$ cat config.mk
export PLATFORM = sky130hd
export DESIGN_NAME = synth_ctrl_device_flat
export DESIGN_NICKNAME = d
export VERILOG_FILES = /design/src/logic/synth_ctrl_pkg.sv /design/src/logic/synth_serial_if.sv /design/src/logic/serial_word_shifter.sv /design/src/logic/synth_ctrl_device.sv /design/src/flat_wrapper.sv
export VERILOG_INCLUDE_DIRS = /design/src /design/src/logic
export SDC_FILE = /design/constraint.sdc
export NUM_CORES = 1
export LEC_CHECK = 0
export BUFFER_PORTS_ARGS = -buffer_cell sky130_fd_sc_hd__buf_2
export CAP_MARGIN = 40
export CORE_ASPECT_RATIO = 1.5
export CORE_MARGIN = 10
export CORE_UTILIZATION = 50
export CTS_BUF_LIST = sky130_fd_sc_hd__clkbuf_8
export DETAILED_ROUTE_END_ITERATION = 16
export PLACE_DENSITY = 0.74
export SYNTH_ARGS = -nofsm -noshare
export SYNTH_HDL_FRONTEND = slang
export SYNTH_SLANG_ARGS = --single-unit
$ cat constraint.sdc
create_clock -name i_clock -period 2.5 [get_ports i_clock]
set_clock_uncertainty 0.2 [all_clocks]
set_input_delay 0.25 -clock i_clock [delete_from_list [all_inputs] [get_ports i_clock]]
set_output_delay 0.25 -clock i_clock [all_outputs]
set_load 0.01 [all_outputs]
$ cat src/logic/synth_ctrl_regs.svh
`ifndef SYNTH_CTRL_REGS_SVH
`define SYNTH_CTRL_REGS_SVH

// register select code in the low bits of every word
`define SEL_HI 2
`define SEL_LO 0
`define CODE_INT_WORD 3'h0
`define CODE_LSB_WORD 3'h1
`define CODE_REF_WORD 3'h2
`define CODE_FUNC_WORD 3'h3

// fractional/integer word
`define IW_RAMP 31
`define IW_MUX_HI 30
`define IW_MUX_LO 27
`define IW_INT_HI 26
`define IW_INT_LO 15
`define IW_FMSB_HI 14
`define IW_FMSB_LO 3

// fractional lsb / phase word
`define LW_RSV_HI 31
`define LW_RSV_LO 29
`define LW_PHADJ 28
`define LW_FLSB_HI 27
`define LW_FLSB_LO 15
`define LW_PHASE_HI 14
`define LW_PHASE_LO 3

// reference divider word
`define RW_RSV_HI 31
`define RW_RSV_LO 29
`define RW_SLIP 28
`define RW_CP_HI 27
`define RW_CP_LO 24
`define RW_RSV_MID 23
`define RW_PRESC 22
`define RW_HALVE 21
`define RW_DOUBLE 20
`define RW_RCNT_HI 19
`define RW_RCNT_LO 15
`define RW_CLK1_HI 14
`define RW_CLK1_LO 3

// function word detector polarity
`define FW_POL 6

// deviation, step and delay words
`define DW_CHOICE 23
`define DW_OFS_HI 22
`define DW_OFS_LO 19
`define DW_DEV_HI 18
`define DW_DEV_LO 3
`define SW_CHOICE 23
`define SW_STEP_HI 22
`define SW_STEP_LO 3
`define YW_START_EN 15
`define YW_DLY_HI 14
`define YW_DLY_LO 3

// least integer values per prescaler
`define INT_MIN_45 12'h017
`define INT_MIN_89 12'h04B

// controller registers on the AHB-Lite side
`define ADDR_TX 8'h00
`define ADDR_STATUS 8'h04
`define ADDR_DIV 8'h08
`define STAT_BUSY 0
`define STAT_WARN 1
`define STAT_PEND 2
`define DIV_RESET 16'h0004

`endif

$ cat src/logic/synth_ctrl_pkg.sv
package synth_ctrl_pkg;

    typedef logic [31:0] word_t;

    typedef enum logic [1:0] {
        ST_IDLE = 2'b00,
        ST_LOW = 2'b01,
        ST_HIGH = 2'b11,
        ST_LOAD = 2'b10
    } link_state_t;

endpackage

$ cat src/logic/synth_serial_if.sv
`timescale 1ns/1ps
interface synth_serial_if;
    logic ser_clk;
    logic ser_data;
    logic load_en;

    modport device (
        input ser_clk,
        input ser_data,
        input load_en
    );

    modport host (
        output ser_clk,
        output ser_data,
        output load_en
    );
endinterface

$ cat src/logic/serial_word_shifter.sv
`timescale 1ns/1ps
module serial_word_shifter
    import synth_ctrl_pkg::*;
(
    input wire logic i_clock,
    input wire logic i_rst_n,
    input wire logic i_shift_en,
    input wire logic i_bit,
    output word_t o_word
);
    word_t word_q;
    word_t word_d;

    // msb first: each new bit enters at bit 0
    always_comb begin
        word_d = word_q;
        if (i_shift_en) begin
            word_d = {word_q[30:0], i_bit};
        end
    end

    always_ff @(posedge i_clock or negedge i_rst_n) begin
        if (!i_rst_n) begin
            word_q <= 32'h0000_0000;
        end else begin
            word_q <= word_d;
        end
    end

    assign o_word = word_q;
endmodule // serial_word_shifter

$ cat src/logic/synth_ctrl_device.sv
// Notes on behaviour
// - low three bits pick the target register
// - word0 bit31 enables the frequency ramp
// - word0 bits30..27 select monitor output source
// - word0 bits26..15 are integer divide value
// - fraction is msb12 times 8192 plus lsb13
// - host zeroes reserved bits of words 1,2
// - word1 bit28 enables phase adjustment
// - phase word advances phase at next word0
// - unused phase word preferably written as zero
// - word2 bit28 enables cycle slip reduction
// - slip reduction needs positive polarity, minimum current
// - word2 bits27..24 set charge pump current
// - word2 bit22 picks prescaler, 8/9 above 8GHz
// - integer at least 23 or 75 per prescaler
// - word2 bit21 inserts reference halver stage
// - buffered settings apply on next word0 write
`timescale 1ns/1ps
`include "synth_ctrl_regs.svh"
module synth_ctrl_device
    import synth_ctrl_pkg::*;
(
    input wire logic i_clock,
    input wire logic i_rst_n,
    synth_serial_if.device link,
    output logic o_ramp_enable,
    output logic [3:0] o_monitor_output_select,
    output logic [11:0] o_integer_value,
    output logic [24:0] o_fractional_divide_value,
    output logic o_phase_adjust_enable,
    output logic [11:0] o_phase_word,
    output logic o_phase_advance,
    output logic o_divider_update,
    output logic o_cycle_slip_reduction,
    output logic [3:0] o_charge_pump_current,
    output logic o_prescaler_8_9,
    output logic o_reference_halver,
    output logic o_reference_doubler,
    output logic [4:0] o_reference_count,
    output logic [11:0] o_step_clock_divider,
    output word_t o_function_word,
    output word_t o_clock_word,
    output word_t o_deviation_word,
    output logic [15:0] o_deviation_value,
    output logic [3:0] o_deviation_offset,
    output logic o_deviation_choice,
    output word_t o_ramp_step_word,
    output logic [19:0] o_step_value,
    output logic o_step_choice,
    output word_t o_ramp_delay_word,
    output logic [11:0] o_delay_start_value,
    output logic o_delayed_start_enable
);
    word_t shift_word;
    word_t word_q [8];
    word_t word_d [8];
    logic sclk_prev_q;
    logic le_prev_q;
    logic shift_en;
    logic load;
    logic [2:0] sel;

    // double-buffered copies in use
    logic [12:0] act_fraction_lsb_q, act_fraction_lsb_d;
    logic [11:0] act_phase_q, act_phase_d;
    logic [3:0] act_cp_q, act_cp_d;
    logic act_halve_q, act_halve_d;
    logic act_double_q, act_double_d;
    logic [4:0] act_rcnt_q, act_rcnt_d;
    logic [11:0] act_clk1_q, act_clk1_d;
    logic phase_step_q, phase_step_d;
    logic update_q, update_d;

    assign shift_en = link.ser_clk & ~sclk_prev_q;
    assign load = link.load_en & ~le_prev_q;
    assign sel = shift_word[`SEL_HI:`SEL_LO];

    serial_word_shifter u_shifter (
        .i_clock(i_clock),
        .i_rst_n(i_rst_n),
        .i_shift_en(shift_en),
        .i_bit(link.ser_data),
        .o_word(shift_word)
    );

    always_comb begin
        word_d = word_q;
        act_fraction_lsb_d = act_fraction_lsb_q;
        act_phase_d = act_phase_q;
        act_cp_d = act_cp_q;
        act_halve_d = act_halve_q;
        act_double_d = act_double_q;
        act_rcnt_d = act_rcnt_q;
        act_clk1_d = act_clk1_q;
        phase_step_d = 1'b0;
        update_d = 1'b0;
        if (load) begin
            word_d[sel] = shift_word;
            if (sel == `CODE_INT_WORD) begin
                update_d = 1'b1;
                // staged fields of words 1,2 take effect only now
                act_fraction_lsb_d = word_q[1][`LW_FLSB_HI:`LW_FLSB_LO];
                act_phase_d = word_q[1][`LW_PHASE_HI:`LW_PHASE_LO];
                act_cp_d = word_q[2][`RW_CP_HI:`RW_CP_LO];
                act_halve_d = word_q[2][`RW_HALVE];
                act_double_d = word_q[2][`RW_DOUBLE];
                act_rcnt_d = word_q[2][`RW_RCNT_HI:`RW_RCNT_LO];
                act_clk1_d = word_q[2][`RW_CLK1_HI:`RW_CLK1_LO];
                phase_step_d = word_q[1][`LW_PHADJ];
            end
        end
    end

    always_ff @(posedge i_clock or negedge i_rst_n) begin
        if (!i_rst_n) begin
            for (int i = 0; i < 8; i++) begin
                word_q[i] <= 32'h0000_0000;
            end
            sclk_prev_q <= 1'b0;
            le_prev_q <= 1'b0;
            act_fraction_lsb_q <= 13'h0000;
            act_phase_q <= 12'h000;
            act_cp_q <= 4'h0;
            act_halve_q <= 1'b0;
            act_double_q <= 1'b0;
            act_rcnt_q <= 5'h00;
            act_clk1_q <= 12'h000;
            phase_step_q <= 1'b0;
            update_q <= 1'b0;
        end else begin
            word_q <= word_d;
            sclk_prev_q <= link.ser_clk;
            le_prev_q <= link.load_en;
            act_fraction_lsb_q <= act_fraction_lsb_d;
            act_phase_q <= act_phase_d;
            act_cp_q <= act_cp_d;
            act_halve_q <= act_halve_d;
            act_double_q <= act_double_d;
            act_rcnt_q <= act_rcnt_d;
            act_clk1_q <= act_clk1_d;
            phase_step_q <= phase_step_d;
            update_q <= update_d;
        end
    end

    assign o_ramp_enable = word_q[0][`IW_RAMP];
    assign o_monitor_output_select = word_q[0][`IW_MUX_HI:`IW_MUX_LO];
    assign o_integer_value = word_q[0][`IW_INT_HI:`IW_INT_LO];
    assign o_fractional_divide_value =
        {word_q[0][`IW_FMSB_HI:`IW_FMSB_LO], act_fraction_lsb_q};
    assign o_phase_adjust_enable = word_q[1][`LW_PHADJ];
    assign o_phase_word = act_phase_q;
    assign o_phase_advance = phase_step_q;
    assign o_divider_update = update_q;
    assign o_cycle_slip_reduction = word_q[2][`RW_SLIP];
    assign o_charge_pump_current = act_cp_q;
    assign o_prescaler_8_9 = word_q[2][`RW_PRESC];
    assign o_reference_halver = act_halve_q;
    assign o_reference_doubler = act_double_q;
    assign o_reference_count = act_rcnt_q;
    assign o_step_clock_divider = act_clk1_q;
    assign o_function_word = word_q[3];
    assign o_clock_word = word_q[4];
    assign o_deviation_word = word_q[5];
    assign o_deviation_value = word_q[5][`DW_DEV_HI:`DW_DEV_LO];
    assign o_deviation_offset = word_q[5][`DW_OFS_HI:`DW_OFS_LO];
    assign o_deviation_choice = word_q[5][`DW_CHOICE];
    assign o_ramp_step_word = word_q[6];
    assign o_step_value = word_q[6][`SW_STEP_HI:`SW_STEP_LO];
    assign o_step_choice = word_q[6][`SW_CHOICE];
    assign o_ramp_delay_word = word_q[7];
    assign o_delay_start_value = word_q[7][`YW_DLY_HI:`YW_DLY_LO];
    assign o_delayed_start_enable = word_q[7][`YW_START_EN];
endmodule // synth_ctrl_device

$ cat src/flat_wrapper.sv
// flat-port wrapper written by rule: the top's interface ports become plain ports
module synth_ctrl_device_flat import synth_ctrl_pkg::*;
  (i_clock, i_rst_n, o_ramp_enable, o_monitor_output_select, o_integer_value, o_fractional_divide_value, o_phase_adjust_enable, o_phase_word, o_phase_advance, o_divider_update, o_cycle_slip_reduction, o_charge_pump_current, o_prescaler_8_9, o_reference_halver, o_reference_doubler, o_reference_count, o_step_clock_divider, o_function_word, o_clock_word, o_deviation_word, o_deviation_value, o_deviation_offset, o_deviation_choice, o_ramp_step_word, o_step_value, o_step_choice, o_ramp_delay_word, o_delay_start_value, o_delayed_start_enable, link_ser_clk, link_ser_data, link_load_en);
  synth_serial_if link_i ();
  input wire logic i_clock;
  input wire logic i_rst_n;
  output logic o_ramp_enable;
  output logic [3:0] o_monitor_output_select;
  output logic [11:0] o_integer_value;
  output logic [24:0] o_fractional_divide_value;
  output logic o_phase_adjust_enable;
  output logic [11:0] o_phase_word;
  output logic o_phase_advance;
  output logic o_divider_update;
  output logic o_cycle_slip_reduction;
  output logic [3:0] o_charge_pump_current;
  output logic o_prescaler_8_9;
  output logic o_reference_halver;
  output logic o_reference_doubler;
  output logic [4:0] o_reference_count;
  output logic [11:0] o_step_clock_divider;
  output word_t o_function_word;
  output word_t o_clock_word;
  output word_t o_deviation_word;
  output logic [15:0] o_deviation_value;
  output logic [3:0] o_deviation_offset;
  output logic o_deviation_choice;
  output word_t o_ramp_step_word;
  output logic [19:0] o_step_value;
  output logic o_step_choice;
  output word_t o_ramp_delay_word;
  output logic [11:0] o_delay_start_value;
  output logic o_delayed_start_enable;
  input wire logic [$bits(link_i.ser_clk)-1:0] link_ser_clk;
  input wire logic [$bits(link_i.ser_data)-1:0] link_ser_data;
  input wire logic [$bits(link_i.load_en)-1:0] link_load_en;
  assign link_i.ser_clk = link_ser_clk;
  assign link_i.ser_data = link_ser_data;
  assign link_i.load_en = link_load_en;
  synth_ctrl_device u_core (.i_clock(i_clock), .i_rst_n(i_rst_n), .link(link_i), .o_ramp_enable(o_ramp_enable), .o_monitor_output_select(o_monitor_output_select), .o_integer_value(o_integer_value), .o_fractional_divide_value(o_fractional_divide_value), .o_phase_adjust_enable(o_phase_adjust_enable), .o_phase_word(o_phase_word), .o_phase_advance(o_phase_advance), .o_divider_update(o_divider_update), .o_cycle_slip_reduction(o_cycle_slip_reduction), .o_charge_pump_current(o_charge_pump_current), .o_prescaler_8_9(o_prescaler_8_9), .o_reference_halver(o_reference_halver), .o_reference_doubler(o_reference_doubler), .o_reference_count(o_reference_count), .o_step_clock_divider(o_step_clock_divider), .o_function_word(o_function_word), .o_clock_word(o_clock_word), .o_deviation_word(o_deviation_word), .o_deviation_value(o_deviation_value), .o_deviation_offset(o_deviation_offset), .o_deviation_choice(o_deviation_choice), .o_ramp_step_word(o_ramp_step_word), .o_step_value(o_step_value), .o_step_choice(o_step_choice), .o_ramp_delay_word(o_ramp_delay_word), .o_delay_start_value(o_delay_start_value), .o_delayed_start_enable(o_delayed_start_enable));
endmodule
==> summary.md, run 1 <==
| Metric | Value |
|---|---|
| Yosys cell types | 23 |
| Post-synth EDFFs | 0 |
| Area of the multi-input gates | between 3000 and 4000 um2 |
| TritonCTS clock tree | yes |
| Final Cycle Share | 86.0% |
| Setup crit start | u_core.le_prev_q |
| Setup WS pre-CTS | between 0.3 and 0.4 ns |
| Die height | about 220 um |
| Filler Cell Count | between 2,000 and 2,500 |
| Setup TNS | 0 ns |
| Layout cells sized above 1 | approximately two thirds |
| Postcts setup bufs | 0 |
| Register area | around 8000 um2 |
| Ys Warns | 0 |
| Outcome | completed |
| VDD IR max | between 0.5 and 0.6 mV |
| Post-route ant nets | 0 |
| DR pass1 iterations | 4 |
| Vias in the first global route | 7,772 |
| Vias | approximately 7,100 |
| Cells after Synth | 958 |
| DRT Wirelength | around 30 mm |
| Seq pwr share | between 50 and 60% |
| Combinational power share | 19.4% |
| Later-pin clock latency in the skew report | roughly 0.57 ns |
| First-pass GRT wire length | between 40 and 50 mm |
| CTS Buf Count | 47 |
| Slew @ Worst Pin | between 0.6 and 0.7 ns |
| Worst-path clk slew | approximately 0.06 ns |
| Crit Path Class | reg2reg |
| Final setup viols | 0 |
| Clock root cell | clkbuf_8 |
| Lkg Pwr | roughly 0.0085 uW |
| Clock power frac | a little under a third |
| Syn Std Cell Area | roughly 14,000 um2 |
| Wirelength per Cell | 21.2 um |
| Hold_buf cts | 4 |
| Post-synthesis sequential area ratio | 58.0% |
| Largest net degree at the start of global routing | 79 |
| Dominant cells by area after synthesis | dfrtp_1 (58%), mux2_2 (22%), buf_4 (13%) |
| CP Capture Type | register |
| # port buffers | about 300 |
| Mean Syn Cell Area | around 15 um2 |
| FP Rows | between 70 and 80 |
| Core Region | roughly 27,000 um2 |
| Via density | ~5 |
| Internal | just under 10,000 uW |
| Hold Path Class | in2async |
| CP required | ~2.7 ns |
| Sw Share | between 20% and 30% |
| Most frequent cell after synthesis | dfrtp_1 |
| Die area | approximately 35,000 um2 |
| Die width | between 150 and 200 um |
| CTS sink count | ~320 |
| CP startpoint kind | register |
| Worst-path fanout max | 20 |
| Post-cts sizing count | 0 |
| Syn Nets | a little under 1,000 |
| Final hold violation count | 0 |
| Final Max Tran Viols | 0 |
| Rel. slew slack | approximately three fifths |
| Post-synth top area share | roughly three fifths |
| Register-to-register setup slack | around 0.35 ns |
| Placer Congestion | 0.763 |
| Critical path arrival | 2.39 ns |
| 1st-iter DRT viols | 190 |
| Initial Util | 51.0% |
| Hold_ws | between 0.06 and 0.07 ns |
| I/O pins | between 300 and 400 |
| Clock Path Buffers | 3 |
| Aggregate global routing overflow | 0 |
| P_sw | approximately 3900 uW |
| Fmax | 465 MHz |
| Initial antenna violation count | 1 |
| NumNets Final | 1,048 |
| Top post-synthesis cells by count | dfrtp_1 (324), mux2_2 (275), buf_4 (247) |
| Max_cap viols | 0 |
| DP HPWL | about 21 mm |
| Area delta synth->final | 8.30% |
| Final min period | about 2.2 ns |
| Register bit total from synthesis | 324 |
| H-Tree Depth | 2 |
| Leading register cell type out of synthesis | dfrtp_1 |
| Asr flop ratio synth | between 90% and 100% |
| # DRC | 0 |
| RSZ-0062 raised after global routing | no |
| Leading area contributor after synthesis | dfrtp_1 |
| R2R Path Start | u_core.le_prev_q |
| Power per cell area | roughly 910 nW/um2 |
| Gr usage total | between 10% and 20% |
| Final worst slack | roughly 0.35 ns |
layer usage:
metal | track usage, % | wire [um]
met3 | 4.47 | 1900
met5 | 0 | 0
met1 | 19.4 | 11700
met4 | 6.02 | 823
met2 | 29.3 | 15500
sequential cells by signal, indices dropped and copies added, names as in the netlist, 5 cells and up:
signal                            flops
u_core.o_deviation_word              32
u_core.o_phase_word                  12
u_core.o_function_word               32
u_core.o_step_clock_divider          12
u_core.act_fraction_lsb_q            13
u_core.o_integer_value               12
u_core.u_shifter.o_word              32
u_core.o_reference_count              5
u_core.o_ramp_delay_word             32
u_core.word_q                        48
u_core.o_clock_word                  32
u_core.o_fractional_divide_value     12
u_core.o_ramp_step_word              32
worst max-delay path, stage by stage, from the launching register on:
cell and delay, ns:
dfrtp_1 0.40, nand3b_2 0.32, or3_2 0.48, buf_4 0.29
mux2_4 0.35
kinds of logic (layout without fill, tap and decap cells):
logic type / Yosys count / in the layout / share of synthesized area, %
other: 0 / 1 / 0
muxes: 305 / 305 / 25.3
DFF: 324 / 324 / 58.0
and+or+nand+nor: 29 / 29 / 1.53
buffers and inverters: 300 / 418 / 15.1
per-stage QoR:
stage	utilization, %	area (um2)	total power, uW	instances
2_1_floorplan	-	14000	9320	958
3_5_place_dp	51.6	14100	9740	1332
6_report	55.2	15100	13700	1419
5_1_grt	55.2	15100	14500	1419
3_3_place_gp	51.6	14100	9640	1332
4_1_cts	55.2	15100	14000	1418
final timing paths:
check / to / depth (start not counted)
worst max-delay path: u_core.o_clock_word[21] / 4
worst min-delay path: u_core.o_deviation_word[17] / 2
worst max register to register: u_core.o_clock_word[21] / 4
worst min register to register: u_core.o_ramp_step_word[1] / 1
max in group asynchronous: u_core.o_fractional_divide_value[23] / 3
min in group i_clock: u_core.sclk_prev_q / 2
cell type report:
cell class	count	area share, %
timing repair buffer	335	12.3
antenna	1	0.0165
clock buffer	60	5.46
multi-input combinational	334	25.0
clock inverter	22	0.819
sequential	324	53.6
inverter	1	0.0248
tap	342	2.83
power groups by stage:
stage          registers [uW]  clock network, uW  logic (uW)
4_1_cts                  6920               4320        2730
5_1_grt                  7060               4540        2880
2_1_floorplan            6630                  0        2690
3_3_place_gp             6980                  0        2660
6_report                 6910               4170        2660
3_5_place_dp             7020                  0        2720
layout by cell type, fill, tap and decap left out, types with 2 or more instances in the layout:
cell type / n
buf_12: 6
or2_2: 9
nor3b_4: 3
mux2_4: 27
mux2_2: 275
dfrtp_1: 324
nor2b_1: 3
buf_2: 300
inv_1: 15
clkbuf_8: 60
clkinvlp_4: 3
and2_1: 2
dlygate4sd3_1: 4
clkinv_2: 3
nand3b_2: 3
buf_4: 24
mux2_1: 3
(Power assumes the default switching activity.)
==> run 2, diff against run 1 <==
--- a/config.mk
+++ b/config.mk
@@ -6,6 +6,7 @@
 export SDC_FILE = /design/constraint.sdc
 export NUM_CORES = 1
 export LEC_CHECK = 0
+export ABC_AREA = 1
 export BUFFER_PORTS_ARGS = -buffer_cell sky130_fd_sc_hd__buf_2
 export CAP_MARGIN = 40
 export CORE_ASPECT_RATIO = 1.5
@@ -16,4 +17,5 @@
 export PLACE_DENSITY = 0.74
 export SYNTH_ARGS = -nofsm -noshare
 export SYNTH_HDL_FRONTEND = slang
+export SYNTH_HIERARCHICAL = 1
 export SYNTH_SLANG_ARGS = --single-unit
==> run 2 against run 1 <==
Setup slack better by 0.064 ns. Cell count is 49% higher. Maximum frequency is 3.1% higher. Sequential power fell by 11%. Via count rose by 48%. Critical endpoint is now u_core/o_deviation_word[2].
==> summary.md, run 2 <==
| Metric | Value |
|---|---|
| Postcts setup bufs | 0 (unchanged) |
| CP startpoint kind | register |
| Crit-path max cell delay | 0.64 ns (+0.16 ns) |
| Commonest non-fill, non-tap cells in the layout | nand2_1 (724), dfrtp_1 (324), buf_2 (300) |
| Via density | 4.97 (-0.79%) |
| Most common cell after layout, fill and taps aside | nand2_1 |
| 1st-iter DRT viols | 781 (+310%) |
| Post-synth EDFFs | 0 (unchanged) |
| Final Cycle Share | 83.4% (-2.6 points) |
| Core Region | 28,600 um2 (+4.4%) |
| Leading register cell type out of synthesis | dfrtp_1 |
| Cells after Synth | 1,644 (+72%) |
| DR pass1 iterations | 5 (+1) |
| Final setup viols | 0 (unchanged) |
| Synth Area in Compound Gates | 1.05% (+1.1 points) |
| DRT Wirelength | 40.0 mm (+33%) |
| Final min period | 2.09 ns (-0.0643 ns) |
| Initial Util | 50.6% (-0.40 points) |
| Vias in the first global route | 10,714 (+38%) |
| Worst-path clk slew | 0.07 ns (about the same) |
| Layout cells sized above 1 | 26.0% (-41 points) |
| Largest register FFs | 48 (unchanged) |
| CP required | 2.82 ns (+0.08 ns) |
| Register bit total from synthesis | 324 (unchanged) |
| FP Rows | 76 (+2.7%) |
| Later-pin clock latency in the skew report | 0.59 ns (+0.02 ns) |
| Crit path buffers/inverters | 1 (unchanged) |
| Min-Delay Startpoint | link_ser_clk |
| Die height | 228 um (+1.6%) |
| First-pass GRT wire length | 62.8 mm (+36%) |
| Final hold violation count | 0 (unchanged) |
| Setup WS pre-CTS | 0.425 ns (+0.0711 ns) |
| Top post-synthesis cells by count | nand2_1 (724), dfrtp_1 (324), buf_4 (251) |
| Die width | 159 um (+1.6%) |
| Xor/xnor share of the synthesized area | 0% (unchanged) |
| Power per cell area | 808 nW/um2 (-11%) |
| Asr flop ratio synth | 100% (unchanged) |
| VDD IR max | 0.387 mV (-27%) |
| N_diodes | 0 (-1) |
| Largest net degree at the start of global routing | 99 (+25%) |
| Max_cap viols | 0 (unchanged) |
| H-Tree Depth | 2 (unchanged) |
| Final Max Tran Viols | 0 (unchanged) |
| Largest register by flop count | u_core/word_q |
| Leading area contributor after synthesis | dfrtp_1 |
| Mean Syn Cell Area | 8.80 um2 (-40%) |
| Largest family of logic cells by synthesized area | simple AND/OR/NAND/NOR gates |
| Post-synth top area share | 56.0% (-2.0 points) |
| Worst-path fanout max | 32 (+60%) |
| Setup crit start | u_core/u_shifter/o_word[0] |
| Aggregate global routing overflow | 0 (unchanged) |
| Adder-cell share of the synthesized area | 0% (unchanged) |
| Ys Warns | 6 (+6) |
| Critical path arrival | 2.41 ns (+0.02 ns) |
| Syn Nets | 1,649 (+71%) |
| Post-Route Utilization | 54.8% (-0.45 points) |
| I/O pins | 302 (unchanged) |
| Lkg Pwr | 0.00962 uW (+13%) |
| Clock root cell | clkbuf_8 |
| Hold Path Class | in2reg |
| R2R Path Start | u_core/u_shifter/o_word[0] |
| Synth Area in Simple Gates | 26.0% (+24 points) |
| RSZ-0062 raised after global routing | no |
| Setup TNS | 0 ns (unchanged) |
| Crit Path Class | reg2reg |
| Syn Std Cell Area | 14,500 um2 (+3.6%) |
| Final worst slack | 0.414 ns (+0.0643 ns) |
| TritonCTS clock tree | yes |
| Clock Path Buffers | 3 (unchanged) |
| NumNets Final | 1,692 (+61%) |
| DP HPWL | 26.3 mm (+26%) |
| Outcome | completed |
| Yosys cell types | 24 (+4.3%) |
| Fmax | 479 MHz (+3.1%) |
| Die area | 36,300 um2 (+3.2%) |
| Dominant cells by area after synthesis | dfrtp_1 (56%), nand2_1 (19%), buf_4 (13%) |
| Worst path slowest cell | dfrtp_1 |
| Mux contribution to synthesized area | 0% (-25 points) |
| Post-route ant nets | 0 (unchanged) |
| Crit-path cells | nand3_2 > nor2_4 > buf_4 > or2_2 |
| CTS Buf Count | 48 (+2.1%) |
| # port buffers | 301 (unchanged) |
| Gr usage total | 21.5% (+4.7 points) |
| Crit path max-delay family | simple AND/OR/NAND/NOR gates |
| Wirelength per Cell | 18.9 um (-11%) |
| Vias | 10,520 (+48%) |
| Post-synthesis sequential area ratio | 56.0% (-2.0 points) |
| Rel. slew slack | 50.4% (-7.8 points) |
| Slew @ Worst Pin | 0.743 ns (+0.115 ns) |
| # DRC | 0 (unchanged) |
| CP Capture Type | register |
| Placer Congestion | 0.828 (+8.5%) |
| Initial antenna violation count | 0 (-1) |
| Most frequent cell after synthesis | nand2_1 |
| CTS sink count | 324 (unchanged) |
| Area delta synth->final | 8.26% (about the same) |
[run 2: through the flow]
step	instances	cell area, um2	power, uW	hold slack [ns]
6_report	2115	15700	12700	0.163
5_1_grt	2115	15700	13200	0.143
4_1_cts	2115	15700	12800	0.0996
3_5_place_dp	2021	14500	7840	0.0329
3_3_place_gp	2021	14500	7780	0.0266
2_1_floorplan	1644	14500	7360	-0.246
[run 2: logic make-up after synthesis]
kind of cell | Yosys count
AOI/OAI and AO/OA | 30
buffers and inverters | 365
DFF | 324
and+or+nand+nor | 925
[run 2: final cells by class]
cell class | instances | area [um2]
Fill cell | 2640 | 13000
Sequential cell | 324 | 8110
Multi-Input combinational cell | 955 | 3970
Timing Repair Buffer | 340 | 1920
Clock buffer | 57 | 785
Tap cell | 390 | 488
Clock inverter | 31 | 327
Inverter | 18 | 75.1
[run 2: path summary, 6_finish.rpt]
path | endpoint | slack (ns) | cells after the start
worst max-delay path | u_core/o_deviation_word[2] | 0.41 | 4
worst min-delay path | u_core/sclk_prev_q | 0.16 | 2
worst max register to register | u_core/o_deviation_word[2] | 0.41 | 4
worst min register to register | u_core/o_function_word[1] | 0.26 | 1
max in group asynchronous | u_core/o_integer_value[1] | 0.94 | 4
min in group asynchronous | u_core/o_clock_word[30] | 0.49 | 3
[run 2: power breakdown]
group / leakage [uW] / internal [uW] / switching [uW]
registers: 0.00446 / 5680 / 472
logic: 0.00455 / 530 / 1060
clock network: 0.000610 / 2820 / 2110
total: 0.00962 / 9020 / 3630
[run 2: timing repair]
| action | in CTS | in global routing |
|---|---|---|
| hold buffers | 6 | 0 |
| endpoints found under the hold margin | 358 | 0 |
| endpoints found under the setup margin | 0 | 0 |
| gates resized for setup | 0 | 0 |
[run 2: layer usage]
metal	up-vias	global-route usage (%)	wire length [um]
li1	4919	-	-
met1	5152	24.9	15300
met2	369	38.7	21100
met3	80	3.95	2310
met4	0	8.22	1230
met5	-	0	0
